--- src/ldms_defs.vh ---
// constants for the led driver mode sequencer
`ifndef LDMS_DEFS_VH
`define LDMS_DEFS_VH
// register indices
`define LDMS_ADDR_CTRL 8'h10
`define LDMS_ADDR_VOUT 8'h0d
// control register fields
`define LDMS_CTRL_RUN 0
`define LDMS_CTRL_BOOST 1
`define LDMS_CTRL_ALOAD 2
// reset values
`define LDMS_CTRL_RST 8'h04
`define LDMS_VOUT_RST 8'h08
// voltage clamp limits
`define LDMS_VOUT_MIN 8'h08
`define LDMS_VOUT_MAX 8'h14
// timing, ms and oscillator rate
`define LDMS_STARTUP_MS 10
`define LDMS_SOFTST_MS 20
`define LDMS_CLK_KHZ 50000
// mode state codes
`define LDMS_ST_RESET 3'h0
`define LDMS_ST_STBY 3'h1
`define LDMS_ST_START 3'h2
`define LDMS_ST_SOFT 3'h3
`define LDMS_ST_NORM 3'h4
`endif

--- src/ldms_delay.v ---
// delay counter that raises done after a programmed number of cycles and holds it while run stays high
module ldms_delay #(
  parameter WIDTH = 20,
  parameter [WIDTH-1:0] COUNT = 20'd1000
) (
  // clocking
  input wire clk_sys_i,
  input wire rst_i,
  input wire ce_i,
  // control
  input wire run_i,
  output wire done_o
);
  reg [WIDTH-1:0] cnt_reg;
  // counter clears whenever run drops so each entry restarts it
  always @(posedge clk_sys_i) begin
    if (rst_i) begin
      cnt_reg <= {WIDTH{1'b0}};
    end else if (ce_i) begin
      if (!run_i) begin
        cnt_reg <= {WIDTH{1'b0}};
      end else if (!done_o) begin
        cnt_reg <= cnt_reg + {{(WIDTH-1){1'b0}}, 1'b1};
      end
    end
  end
  assign done_o = run_i && (cnt_reg >= COUNT - {{(WIDTH-1){1'b0}}, 1'b1});
endmodule // ldms_delay

--- src/ldms_seq.v ---
// operating mode sequencer and boost digital control
`include "ldms_defs.vh"
module ldms_seq #(
  parameter STARTUP_CYC = `LDMS_STARTUP_MS * `LDMS_CLK_KHZ,
  parameter SOFTST_CYC = `LDMS_SOFTST_MS * `LDMS_CLK_KHZ
) (
  // clocking and reset
  input wire clk_sys_i,
  input wire rst_i,
  input wire ce_i,
  // reset sources
  input wire external_reset_low_n_i,
  input wire por_i,
  // thermal event
  input wire thermal_shutdown_i,
  // register write/read port from the serial interface
  input wire wr_en_i,
  input wire [7:0] addr_i,
  input wire [7:0] wdata_i,
  output reg [7:0] rdata_o,
  // mode and boost control outputs
  output reg [2:0] mode_o,
  output reg blocks_on_o,
  output reg boost_on_o,
  output reg boost_soft_o,
  output reg aload_on_o,
  output reg led_enable_o,
  output reg [7:0] vout_eff_o
);
  //--------------------------------------------------------------
  // registers
  //--------------------------------------------------------------
  reg [7:0] ctrl_reg;
  reg [7:0] vout_reg;
  reg [2:0] state_reg;
  reg [2:0] state_next;
  reg boost_prev_reg;
  wire run_request;
  wire boost_en;
  wire aload_en;
  wire any_reset;
  wire start_done;
  wire soft_done;
  reg [7:0] vout_clamp;
  reg [7:0] rdata_next;
  // output decode values, registered below
  reg blocks_next;
  reg boost_next;
  reg soft_next;
  reg aload_next;
  reg led_next;
  // write decode and timer run terms
  wire wr_take;
  wire wr_ctrl_hit;
  wire wr_vout_hit;
  wire start_run;
  wire soft_run;
  assign run_request = ctrl_reg[`LDMS_CTRL_RUN];
  assign boost_en = ctrl_reg[`LDMS_CTRL_BOOST];
  assign aload_en = ctrl_reg[`LDMS_CTRL_ALOAD];
  assign any_reset = rst_i || !external_reset_low_n_i || por_i;
  // write strobe qualified by the clock enable; reset wins below
  assign wr_take = ce_i && wr_en_i;
  assign wr_ctrl_hit = wr_take && (addr_i == `LDMS_ADDR_CTRL);
  assign wr_vout_hit = wr_take && (addr_i == `LDMS_ADDR_VOUT);
  // timer run conditions
  // a thermal event stops and clears the startup timer
  assign start_run = (state_reg == `LDMS_ST_START) && !thermal_shutdown_i;
  assign soft_run = (state_reg == `LDMS_ST_SOFT);

  //--------------------------------------------------------------
  // register writes
  //--------------------------------------------------------------
  // defaults in reset; run bit clears
  // writes accepted while ce_i is high and no reset source is active; vout takes the whole byte, ctrl only bits 2:0
  always @(posedge clk_sys_i) begin
    if (any_reset) begin
      ctrl_reg <= `LDMS_CTRL_RST;
      vout_reg <= `LDMS_VOUT_RST;
    end else begin
      // upper control bits are not implemented and read as zero
      if (wr_ctrl_hit) begin
        ctrl_reg <= {5'h00, wdata_i[2:0]};
      end
      if (wr_vout_hit) begin
        vout_reg <= wdata_i;
      end
    end
  end

  // read mux; unmapped addresses read zero
  always @* begin
    rdata_next = 8'h00;
    case (addr_i)
      `LDMS_ADDR_CTRL: rdata_next = ctrl_reg;
      `LDMS_ADDR_VOUT: rdata_next = vout_reg;
      default: rdata_next = 8'h00;
    endcase
  end

  // read data register also returns to zero in reset
  always @(posedge clk_sys_i) begin
    if (any_reset) begin
      rdata_o <= 8'h00;
    end else if (ce_i) begin
      rdata_o <= rdata_next;
    end
  end

  //--------------------------------------------------------------
  // delay timers
  //--------------------------------------------------------------
  // startup delay on the oscillator clock
  ldms_delay #(
    .WIDTH(24),
    .COUNT(STARTUP_CYC[23:0])
  ) u_start_dly (
    .clk_sys_i(clk_sys_i),
    .rst_i(any_reset),
    .ce_i(ce_i),
    .run_i(start_run),
    .done_o(start_done)
  );
  ldms_delay #(
    .WIDTH(24),
    .COUNT(SOFTST_CYC[23:0])
  ) u_soft_dly (
    .clk_sys_i(clk_sys_i),
    .rst_i(any_reset),
    .ce_i(ce_i),
    .run_i(soft_run),
    .done_o(soft_done)
  );

  //--------------------------------------------------------------
  // mode state machine
  //--------------------------------------------------------------
  // next state; thermal event sends any running mode back to startup
  always @* begin
    state_next = state_reg;
    case (state_reg)
      // leave reset for standby once sources drop
      `LDMS_ST_RESET: state_next = `LDMS_ST_STBY;
      `LDMS_ST_STBY: begin
        if (run_request) begin
          state_next = `LDMS_ST_START;
        end
      end
      `LDMS_ST_START: begin
        if (!run_request) begin
          state_next = `LDMS_ST_STBY;
        end else if (start_done && !thermal_shutdown_i) begin
          // boost on decides soft-start or normal
          state_next = boost_en ? `LDMS_ST_SOFT : `LDMS_ST_NORM;
        end
      end
      `LDMS_ST_SOFT: begin
        if (!run_request) begin
          state_next = `LDMS_ST_STBY;
        end else if (thermal_shutdown_i) begin
          state_next = `LDMS_ST_START;
        // boost dropped during soft-start: skip to normal
        end else if (soft_done || !boost_en) begin
          state_next = `LDMS_ST_NORM;
        end
      end
      `LDMS_ST_NORM: begin
        if (!run_request) begin
          state_next = `LDMS_ST_STBY;
        end else if (thermal_shutdown_i) begin
          state_next = `LDMS_ST_START;
        end else if (boost_en && !boost_prev_reg) begin
          state_next = `LDMS_ST_SOFT;
        end
      end
      default: state_next = `LDMS_ST_RESET;
    endcase
  end

  // state register; reset is forced regardless of state
  always @(posedge clk_sys_i) begin
    if (any_reset) begin
      state_reg <= `LDMS_ST_RESET;
      boost_prev_reg <= 1'b0;
    end else if (ce_i) begin
      state_reg <= state_next;
      boost_prev_reg <= boost_en;
    end
  end

  //--------------------------------------------------------------
  // voltage clamp
  //--------------------------------------------------------------
  // clamp the setting to 8..20
  always @* begin
    vout_clamp = vout_reg;
    // below the floor is used as 8 V
    if (vout_reg < `LDMS_VOUT_MIN) begin
      vout_clamp = `LDMS_VOUT_MIN;
    // above the ceiling is used as 20 V
    end else if (vout_reg > `LDMS_VOUT_MAX) begin
      vout_clamp = `LDMS_VOUT_MAX;
    end
  end

  //--------------------------------------------------------------
  // output decode
  //--------------------------------------------------------------
  // per-mode output levels; a default keeps unknown codes all off
  always @* begin
    blocks_next = 1'b0;
    boost_next = 1'b0;
    soft_next = 1'b0;
    aload_next = 1'b0;
    led_next = 1'b0;
    case (state_reg)
      `LDMS_ST_RESET: begin
        blocks_next = 1'b0;
      end
      `LDMS_ST_STBY: begin
        blocks_next = 1'b0;
      end
      // startup powers the internal blocks only
      `LDMS_ST_START: begin
        blocks_next = 1'b1;
      end
      // soft-start: low current boost, leds held off
      `LDMS_ST_SOFT: begin
        blocks_next = 1'b1;
        boost_next = boost_en;
        soft_next = 1'b1;
        // discharge only while the converter runs
        aload_next = aload_en && boost_en;
        led_next = 1'b0;
      end
      // normal: converter follows its bit, leds permitted
      `LDMS_ST_NORM: begin
        blocks_next = 1'b1;
        boost_next = boost_en;
        aload_next = aload_en && boost_en;
        // control values act once startup is over
        led_next = 1'b1;
      end
      // unused codes: all off
      default: begin
        blocks_next = 1'b0;
      end
    endcase
  end

  //--------------------------------------------------------------
  // outputs
  //--------------------------------------------------------------
  // registered so the analog side never sees decode glitches;
  // costs one cycle of latency after each state change
  always @(posedge clk_sys_i) begin
    if (any_reset) begin
      mode_o <= `LDMS_ST_RESET;
      blocks_on_o <= 1'b0;
      boost_on_o <= 1'b0;
      boost_soft_o <= 1'b0;
      aload_on_o <= 1'b0;
      led_enable_o <= 1'b0;
      vout_eff_o <= `LDMS_VOUT_MIN;
    end else if (ce_i) begin
      mode_o <= state_reg;
      blocks_on_o <= blocks_next;
      boost_on_o <= boost_next;
      boost_soft_o <= soft_next;
      aload_on_o <= aload_next;
      // leds stay off until normal mode
      led_enable_o <= led_next;
      vout_eff_o <= vout_clamp;
    end
  end
endmodule // ldms_seq

--- config.mk ---
export PLATFORM = sky130hd
export DESIGN_NAME = ldms_seq
export DESIGN_NICKNAME = d
export VERILOG_FILES = /design/src/ldms_delay.v /design/src/ldms_seq.v
export VERILOG_INCLUDE_DIRS = /design/src /design/src/src
export SDC_FILE = /design/constraint.sdc
export NUM_CORES = 1
export LEC_CHECK = 0
export ABC_AREA = 1
export ABC_CLOCK_PERIOD_IN_PS = 1930
export BUFFER_PORTS_ARGS = -buffer_cell sky130_fd_sc_hd__buf_4
export CAP_MARGIN = 10
export CELL_PAD_IN_SITES_DETAIL_PLACEMENT = 2
export CELL_PAD_IN_SITES_GLOBAL_PLACEMENT = 2
export CORE_UTILIZATION = 33
export CTS_CLUSTER_DIAMETER = 30
export DETAILED_ROUTE_END_ITERATION = 12
export PLACE_DENSITY_LB_ADDON = 0.1
export SLEW_MARGIN = 5
export SYNTH_ARGS = -nofsm -noshare
export SYNTH_HDL_FRONTEND = slang
export SYNTH_SLANG_ARGS = --single-unit
--- constraint.sdc ---
create_clock -name clk_sys_i -period 1.93 [get_ports clk_sys_i]
set_input_delay 0.2895 -clock clk_sys_i [delete_from_list [all_inputs] [get_ports clk_sys_i]]
set_output_delay 0.2895 -clock clk_sys_i [all_outputs]
set_load 0.02 [all_outputs]
==> results of run 1 <==
where the power goes:
part           total, W  internal, W  switching, W
Sequential      0.00180      0.00180    0.00000425
Combinational  0.000206    0.0000799      0.000126
Clock           0.00206      0.00127      0.000792
through the flow:
stage / std cells / hold slack [ns]
5_1_grt: 920 / 0.190
6_report: 920 / 0.183
3_5_place_dp: 902 / 0.439
3_3_place_gp: 902 / 0.434
2_1_floorplan: 679 / 0.420
4_1_cts: 918 / 0.175
layer usage:
metal | up-vias | GRT usage (%) | wire, µm
li1 | 2297 | - | -
met1 | 2276 | 27.1 | 7010
met2 | 53 | 41.1 | 7750
met3 | 15 | 3.54 | 359
met4 | 0 | 8.52 | 251
met5 | - | 0 | 0
path summary, 6_finish.rpt:
| kind | startpoint | to |
|---|---|---|
| max | state_reg[2] | u_start_dly.cnt_reg[16] |
| min | wdata_i[2] | ctrl_reg[2] |
| max reg2reg | state_reg[2] | u_start_dly.cnt_reg[16] |
| min reg2reg | vout_eff_o[5] | vout_eff_o[5] |
layout by cell type, fill, tap and decap left out, types with 4 or more instances in the layout:
master     synthesis  layout
nand4_1            9       9
nand2_2            5       6
a21oi_1           57      57
clkbuf_16          0       9
o21ai_1            3       4
nand2_1          184     183
nor3_2             7       8
buf_4              2      69
xor2_1            18      18
o21ai_0           21      20
inv_2             11      10
o31ai_1            5       5
nor2_1            97      96
nand3_1           46      44
nor3_1            18      17
inv_1             58      58
dfxtp_1           87      84
buf_12             0       4
worst min-delay path: stages:
cell and delay (ns):
buf_4 0.09, nand2_1 0.05, o211ai_1 0.07
cell type report:
class                           count  share of cell area (%)
Multi-Input combinational cell    497                    42.9
Sequential cell                    87                    31.2
Clock inverter                      7                    2.13
Timing Repair Buffer               74                    10.9
Inverter                           70                    4.79
Clock buffer                        9                    4.03
Tap cell                          176                    3.94
kinds of logic after synthesis:
family          after synthesis  synth area share [%]
compound gates               95                  11.2
flops                        87                  38.4
fa+ha+maj                     2                 0.551
xor+xnor                     21                  4.05
simple gates                379                  36.5
buf+inv                      95                  9.31
repair_timing:
item / in CTS / in global routing
setup endpoints to repair: 19 / 41
resized for setup: 4 / 11
setup buffers: 0 / 2
==> impl_metrics.py, run 1 <==
metrics = {
    "layout": {
        "fin_nets": 764,
        "fill_cells": 1601,
        "seqCellArea_um2": 1750,
        "fin_area_um2": 5590,
        "multi_input_area_um2": 2400,
        "final_util_pct": 41.8,
        "syn2layout_area_growth_pct": 23.0,
        "num_antenna_cells": 0,
        "drive_gt1_share_pct": 17.3,
    },
    "synth": {
        "yosysWarningCount": 0,
        "synth_area_um2": 4540,
        "ys_ff_latch": 87,
        "synth_ff_type": "dfxtp_1",
        "synthCells": 679,
        "synthArstFlopShare_pct": 0,
        "synth_edf_count": 0,
        "synth_top_cell_area_share_pct": 38.4,
        "ys_seq_area_share_pct": 38.4,
        "syn_avg_cell_area_um2": 6.69,
        "synth.most_common_cell": "nand2_1",
        "synth.largest_area_cell": "dfxtp_1",
        "synthesis.nets": 704,
        "synthTopCellsByCount": "184 x nand2_1, 97 x nor2_1, 87 x dfxtp_1",
        "yosysUniqueCellTypes": 39,
        "ys_top_cells_by_area": "dfxtp_1 38%, nand2_1 15%, nor2_1 8.0%, a21oi_1 6.3%, nand3_1 5.1%",
    },
    "timing": {
        "skew_ns": 0.00911,
        "worst_slack_ns": 0.0909,
        "post-route-period-util_pct": 95.3,
        "clock.fmax_ghz": 0.544,
        "tightest_slew_ns": 0.502,
        "finalSetupTns_ns": 0,
        "period_needed_ns": 1.84,
        "setup_viol": 0,
        "hold_viol": 0,
        "relSlewSlack_pct": 66.5,
        "slew_violations": 0,
    },
    "clocking": {
        "clock_latency_ns": 0.35,
        "clk_pin_slew_worst_paths_ns": 0.07,
        "h-tree-depth": 3,
        "clock-sinks": 87,
        "numCtsBuffers": 9,
        "clockBufferDepth": 2,
        "cts_tree": "built",
        "cts_root_buffer": "clkbuf_16",
        "postCtsHoldBufs": 0,
    },
    "critical_path": {
        "cp-start-kind": "flip-flop",
        "critPathMaxFanout": 14,
        "cp.required_ns": 2.22,
        "crit_cells": 8,
        "worstPathArrival_ns": 2.13,
        "cp_top_family": "simple AND/OR/NAND/NOR gates",
        "crit_type": "flip-flop to flip-flop",
        "cp_num_buf_inv": 2,
        "cp_cell_sequence": "nor2_1 -> nand2_1 -> nor2_2 -> inv_2 -> a21oi_1 -> buf_4 -> nand2_1 -> nor2_1",
        "end_kind": "flip-flop",
        "rrSetupSlack_ns": 0.09,
        "crit_slowest_cell": "dfxtp_1",
        "cpPeakStageDelay_ns": 0.36,
        "reg2reg_depth": 8,
    },
    "detailed_routing": {
        "wl_per_cell_um": 16.7,
        "dr.first_iter.drc_count": 108,
        "routed_wl_mm": 15.4,
        "drc_errors": 0,
        "num_vias": 4641,
        "vias_per_cell": 5.04,
        "postRouteAntennaNets": 0,
        "drtPass1Iterations": 4,
    },
    "worst_hold_path": {
        "hold_class": "input port to flip-flop",
        "min_path_cells": 3,
    },
    "die": {
        "die_h_um": 119,
        "ios": 47,
        "core_um2": 13300,
        "fp-row-count": 42,
        "die_area_um2": 14200,
        "die_w_um": 119,
        "initial_utilization_pct": 34.0,
    },
    "placement": {
        "dp_hpwl_mm": 11.3,
        "dp_slack_ns": 0.0101,
        "gp_congestion": 0.815,
        "portBuffers": 46,
        "place_area_um2": 5170,
    },
    "grt": {
        "grt_remaining_overflow": 0,
        "grt_max_degree": 40,
        "gr-usage-all-layers_pct": 22.8,
        "grt_pass1_vias": 5110,
        "antenna_found_initial": 0,
        "grt_pass1_wl_mm": 25.5,
    },
    "pwr": {
        "cellLeakagePower_nw": 2.07,
        "power_w": 0.00407,
        "ir_drop_uv": 414,
        "powerDensity_nw_per_um2": 729,
    },
    "status": {
        "outcome": "complete, no violations",
    },
    "run": {
        "drv_cap": 0,
    },
}
Power figures use the tool's default switching activity.
==> inputs of run 2 (changes only) <==
--- a/config.mk
+++ b/config.mk
@@ -13,4 +13,5 @@
 export CELL_PAD_IN_SITES_DETAIL_PLACEMENT = 2
 export CELL_PAD_IN_SITES_GLOBAL_PLACEMENT = 2
+export CORE_MARGIN = 4
 export CORE_UTILIZATION = 33
 export CTS_CLUSTER_DIAMETER = 30
==> constraint.sdc (replaced) <==
create_clock -name clk_sys_i -period 1.93 [get_ports clk_sys_i]
set_input_delay 0.0965 -clock clk_sys_i [delete_from_list [all_inputs] [get_ports clk_sys_i]]
set_output_delay 0.0965 -clock clk_sys_i [all_outputs]
set_load 0.02 [all_outputs]
==> run 2 against run 1 <==
Combinational power about the same. Design area decreased by 1.1%. Critical endpoint is now state_reg[0]. Clock-buffer cell count is the same. Largest power group unchanged. Die area up 10%. Highest routed layer unchanged.
==> impl_metrics.py, run 2 (synthesis results as in run 1) <==
metrics = {
    "status": {
        "outcome": "complete, no violations",
    },
    "pwr": {
        "power_w": 0.00398,
        "powerDensity_nw_per_um2": 721,
        "ir_drop_uv": 520,
        "cellLeakagePower_nw": 2.04,
    },
    "timing": {
        "period_needed_ns": 1.81,
        "slew_violations": 0,
        "rsz0062_at_grt": "no",
        "setup_viol": 0,
        "tightest_slew_ns": 0.372,
        "skew_ns": 0.00651,
        "hold_viol": 0,
        "relSlewSlack_pct": 75.0,
        "post-route-period-util_pct": 93.8,
        "finalSetupTns_ns": 0,
        "clock.fmax_ghz": 0.552,
        "hold_slack_ns": 0.0194,
    },
    "placement": {
        "dp_hpwl_mm": 11.7,
        "gp_congestion": 0.836,
        "portBuffers": 46,
        "placed_cells": 899,
    },
    "die": {
        "die_h_um": 125,
        "core_um2": 13300,
        "die_area_um2": 15700,
        "initial_utilization_pct": 34.0,
        "die_w_um": 125,
        "fp-row-count": 42,
        "ios": 47,
    },
    "layout": {
        "final_util_pct": 41.4,
        "final_common_cell": "nand2_1",
        "instances_no_fill": 916,
        "num_antenna_cells": 0,
        "drive_gt1_share_pct": 16.5,
        "fin_nets": 760,
        "layout_common_cells": "181 x nand2_1, 97 x nor2_1, 85 x dfxtp_1",
        "syn2layout_area_growth_pct": 21.6,
    },
    "detailed_routing": {
        "vias_per_cell": 5.09,
        "postRouteAntennaNets": 0,
        "routed_wl_mm": 16.1,
        "wl_per_cell_um": 17.6,
        "drc_errors": 0,
        "dr.first_iter.drc_count": 181,
        "drtPass1Iterations": 4,
        "num_vias": 4663,
    },
    "grt": {
        "grt_pass1_vias": 5332,
        "grtUsageMet1_pct": 25.9,
        "grt_remaining_overflow": 0,
        "grt_max_degree": 42,
        "grt_pass1_wl_mm": 27.2,
        "grt_util_met3_pct": 4.56,
        "gr-max-usage-layer": "met2",
        "gr-usage-all-layers_pct": 21.2,
        "antenna_found_initial": 0,
        "met2_usage_pct": 37.5,
    },
    "critical_path": {
        "worstPathArrival_ns": 2.11,
        "cp-start-kind": "flip-flop",
        "cp.required_ns": 2.22,
        "reg2reg_depth": 12,
        "crit_type": "flip-flop to flip-flop",
        "end_kind": "flip-flop",
        "critPathMaxFanout": 4,
    },
    "clocking": {
        "cts_tree": "built",
        "clockBufferDepth": 2,
        "clock-sinks": 87,
        "clock_latency_ns": 0.35,
        "cts_root_buffer": "clkbuf_16",
        "post-cts-setup-buffers": 0,
        "numCtsBuffers": 9,
        "h-tree-depth": 3,
        "clk_pin_slew_worst_paths_ns": 0.07,
    },
    "worst_hold_path": {
        "min_path_cells": 3,
        "hold_class": "input port to flip-flop",
    },
    "run": {
        "drv_cap": 0,
    },
}
-- run 2: critical path, stage by stage, from the launching register on --
cell      delay, ns
dfxtp_1        0.40
inv_1          0.10
nor2_1         0.17
nand2_2        0.14
nor2_4         0.13
nand2_1        0.07
clkinv_1       0.08
nand4_1        0.23
nand2_2        0.17
inv_1          0.07
nand3_1        0.07
nand2_1        0.05
nor2_1         0.08
-- run 2: timing repair --
action / in CTS / in global routing
hold endpoints to repair: 1 / 0
gates resized for setup: 0 / 12
hold buffers: 1 / 0
setup endpoints to repair: 0 / 29
-- run 2: worst paths after layout --
path | slack, ns | from | end
max | 0.12 | state_reg[0] | state_reg[0]
min | 0.02 | wdata_i[3] | vout_reg[3]
max reg2reg | 0.12 | state_reg[0] | state_reg[0]
min reg2reg | 0.46 | u_start_dly.cnt_reg[20] | u_start_dly.cnt_reg[20]
-- run 2: where the power goes --
group / switching [W] / total [W] / leakage, nW / internal [W]
combinational: 0.000131 / 0.000209 / 1.17 / 0.0000775
sequential: 0.00000465 / 0.00180 / 0.702 / 0.00180
clock: 0.000812 / 0.00197 / 0.163 / 0.00116
total: 0.000948 / 0.00398 / 2.04 / 0.00303
-- run 2: routing by layer --
layer / routed length [µm] / share of wire [%] / vias up
li1: - / - / 2286
met1: 7160 / 44 / 2297
met2: 8250 / 51 / 64
met3: 521 / 3.2 / 16
met4: 198 / 1.2 / 0
met5: 0 / 0 / -
-- run 2: layout make-up --
class / instances / area [µm²]
Multi-Input combinational cell: 497 / 2400
Sequential cell: 87 / 1740
Clock buffer: 9 / 225
Clock inverter: 7 / 105
Timing Repair Buffer: 70 / 568
Fill cell: 1644 / 7830
Tap cell: 176 / 220
Inverter: 70 / 263
-- run 2: per-stage QoR --
step | cell area [µm²] | setup WS [ns]
2_1_floorplan | 4540 | 0.335
3_3_place_gp | 5150 | 0.184
3_5_place_dp | 5150 | 0.0653
4_1_cts | 5490 | 0.00462
5_1_grt | 5520 | 0.00309
6_report | 5520 | 0.119
==> inputs of run 3 (changes only) <==
Settings changed: SYNTH_HIERARCHICAL set to 1.
==> run 3 against run 2 <==
Area after synthesis up 11%. Routed wire length increased by 10%. Synthesized cell count is 12% higher. Clock-buffer cell count up 1. Non-clock buffer count is 10 higher. Via count increased by 12%. Register-to-register slack better by 0.03 ns. Core utilization decreased by 0.076 points. First-iteration DRC count down 8.8%. Critical path depth is 3 lower. Global-route usage down 0.53 points. Hold slack gained 0.016 ns. Critical endpoint is now u_start_dly/cnt_reg[2]. Largest power group is now registers.
==> impl_metrics.py, run 3 <==
metrics = {
    "die": {
        "die_w_um": 132,
        "ios": 47,
        "initial_utilization_pct": 34.1,
        "die_h_um": 132,
        "die_area_um2": 17300,
        "fp-row-count": 44,
        "core_um2": 14800,
    },
    "layout": {
        "seqCellArea_um2": 1760,
        "fill_cells": 1795,
        "num_antenna_cells": 0,
        "layout_common_cells": "196 x nand2_1, 124 x nor2_1, 72 x dfxtp_1",
        "fin_nets": 849,
        "instances_no_fill": 1013,
        "multi_input_area_um2": 2890,
        "final_util_pct": 41.3,
        "final_common_cell": "nand2_1",
        "drive_gt1_share_pct": 22.3,
        "syn2layout_area_growth_pct": 21.0,
    },
    "critical_path": {
        "critPathMaxFanout": 17,
        "cp-start-kind": "flip-flop",
        "crit_type": "flip-flop to flip-flop",
        "worstPathArrival_ns": 2.07,
        "reg2reg_depth": 9,
        "end_kind": "flip-flop",
        "cp.required_ns": 2.21,
    },
    "clocking": {
        "clockBufferDepth": 2,
        "cts_tree": "built",
        "cts_root_buffer": "clkbuf_16",
        "clk_pin_slew_worst_paths_ns": 0.08,
        "h-tree-depth": 3,
        "clock_latency_ns": 0.35,
        "clock-sinks": 87,
        "numCtsBuffers": 9,
    },
    "synth": {
        "synth.largest_area_cell": "dfxtp_1",
        "synthSimpleGateAreaFrac_pct": 42.6,
        "ys_ff_latch": 87,
        "synth_edf_count": 0,
        "synthAdderAreaFrac_pct": 0.497,
        "syn_avg_cell_area_um2": 6.60,
        "synth.most_common_cell": "nand2_1",
        "yosysWarningCount": 6,
        "yosysUniqueCellTypes": 41,
        "synth_compound_area_share_pct": 10.7,
        "synth_ff_type": "dfxtp_1",
        "ys_top_cells_by_area": "dfxtp_1 35%, nand2_1 15%, nor2_1 9.4%, nand3_1 7.3%, inv_1 4.7%",
        "synthCells": 763,
        "synth_top_cell_area_share_pct": 34.6,
        "synthMuxAreaShare_pct": 0,
        "synth_area_um2": 5030,
        "synth_xor_area_share_pct": 2.09,
        "synthTopCellsByCount": "201 x nand2_1, 126 x nor2_1, 87 x dfxtp_1",
        "synthesis.nets": 788,
        "synthArstFlopShare_pct": 0,
        "synth_top_family_by_area": "simple AND/OR/NAND/NOR gates",
        "ys_seq_area_share_pct": 34.6,
    },
    "detailed_routing": {
        "drtPass1Iterations": 4,
        "dr.first_iter.drc_count": 165,
        "postRouteAntennaNets": 0,
        "routed_wl_mm": 17.8,
        "vias_per_cell": 5.13,
        "num_vias": 5200,
        "wl_per_cell_um": 17.6,
        "drc_errors": 0,
    },
    "placement": {
        "dp_hpwl_mm": 12.9,
        "placed_cells": 989,
        "gp_congestion": 0.821,
        "portBuffers": 46,
    },
    "timing": {
        "skew_ns": 0.0152,
        "post-route-period-util_pct": 92.5,
        "hold_slack_ns": 0.0353,
        "setup_viol": 0,
        "hold_viol": 0,
        "clock.fmax_ghz": 0.560,
        "rsz0062_at_grt": "yes",
        "slew_violations": 0,
        "period_needed_ns": 1.78,
        "relSlewSlack_pct": 67.1,
        "tightest_slew_ns": 0.492,
    },
    "pwr": {
        "cellLeakagePower_nw": 2.33,
        "ir_drop_uv": 426,
        "powerDensity_nw_per_um2": 625,
        "power_w": 0.00381,
    },
    "grt": {
        "grt_remaining_overflow": 0,
        "grt_util_met3_pct": 4.36,
        "grt_pass1_wl_mm": 29.7,
        "gr-max-usage-layer": "met2",
        "gr-usage-all-layers_pct": 20.6,
        "met2_usage_pct": 36.6,
        "grt_pass1_vias": 5833,
        "grtUsageMet1_pct": 26.2,
        "grt_max_degree": 53,
        "antenna_found_initial": 0,
    },
    "worst_hold_path": {
        "min_path_cells": 3,
        "hold_class": "input port to flip-flop",
    },
    "status": {
        "outcome": "complete, no violations",
    },
    "run": {
        "drv_cap": 0,
    },
}
-- run 3: changes by cell type in the layout (fill, tap and decap cells not counted), sizes merged, moves of 4 or more --
cell	before	now
nor2	99	141
nand3	46	86
nand2	189	212
nor3	26	13
xor2	18	11
a21oi	58	52
buf	69	74
dlygate4sd3	1	6
and2	0	4
o21ai	24	28
o21bai	0	4
-- run 3: stage by stage --
stage	TNS (ns)	setup WS (ns)	instance area, µm²
2_1_floorplan	0	0.0181	5040
3_3_place_gp	0	0.162	5640
3_5_place_dp	-0.0365	-0.0317	5640
4_1_cts	0	0.0166	6010
5_1_grt	-0.0222	-0.0167	6090
6_report	0	0.145	6090
-- run 3: worst max-delay path, stage by stage, from the launching register on --
cell	delay [ns]
dfxtp_2	0.39
nor2_4	0.15
nand2_1	0.09
nor2_1	0.13
buf_4	0.18
clkinv_1	0.11
buf_12	0.17
nor3_1	0.24
nand3_1	0.11
a21oi_1	0.15
-- run 3: final timing paths --
path                          startpoint                endpoint  slack, ns
setup reg to reg            state_reg[0]  u_start_dly/cnt_reg[2]       0.15
setup / recovery            state_reg[0]  u_start_dly/cnt_reg[2]       0.15
hold / removal                wdata_i[0]             vout_reg[0]       0.04
hold reg to reg   u_soft_dly/cnt_reg[22]  u_soft_dly/cnt_reg[22]       0.45
-- run 3: kinds of logic (layout without fill, tap and decap cells) --
| logic type | after synthesis | after routing |
|---|---|---|
| flops | 87 | 87 |
| compound gates | 91 | 91 |
| simple gates | 470 | 470 |
| xor+xnor | 12 | 12 |
| fa+ha+maj | 2 | 2 |
| buf+inv | 101 | 167 |
-- run 3: cell type report --
cell class / instances / share of cell area [%]
flip-flops and latches: 87 / 28.9
well taps: 184 / 3.78
clock inverters: 6 / 0.945
multi-input cells: 575 / 47.4
inverters: 71 / 4.37
clock buffers: 10 / 3.92
repair buffers: 80 / 10.7
-- run 3: timing repair --
action                                 CTS  global route
resized for setup                        3            28
endpoints found under the hold margin    7             0
setup endpoints to repair                3            14
buffers inserted                         1             1
hold buffers                             6             0
pin swaps                                1             6
-- run 3: where the power goes --
part	total (W)	switching [W]	leakage, nW	internal (W)
registers	0.00181	0.00000821	0.709	0.00180
logic	0.000214	0.000133	1.48	0.0000810
clock network	0.00179	0.000841	0.148	0.000944
-- run 3: routing by layer --
| metal | wire length [µm] | up-vias |
|---|---|---|
| li1 | - | 2553 |
| met1 | 8340 | 2561 |
| met2 | 8890 | 78 |
| met3 | 470 | 8 |
| met4 | 113 | 0 |
| met5 | 0 | - |
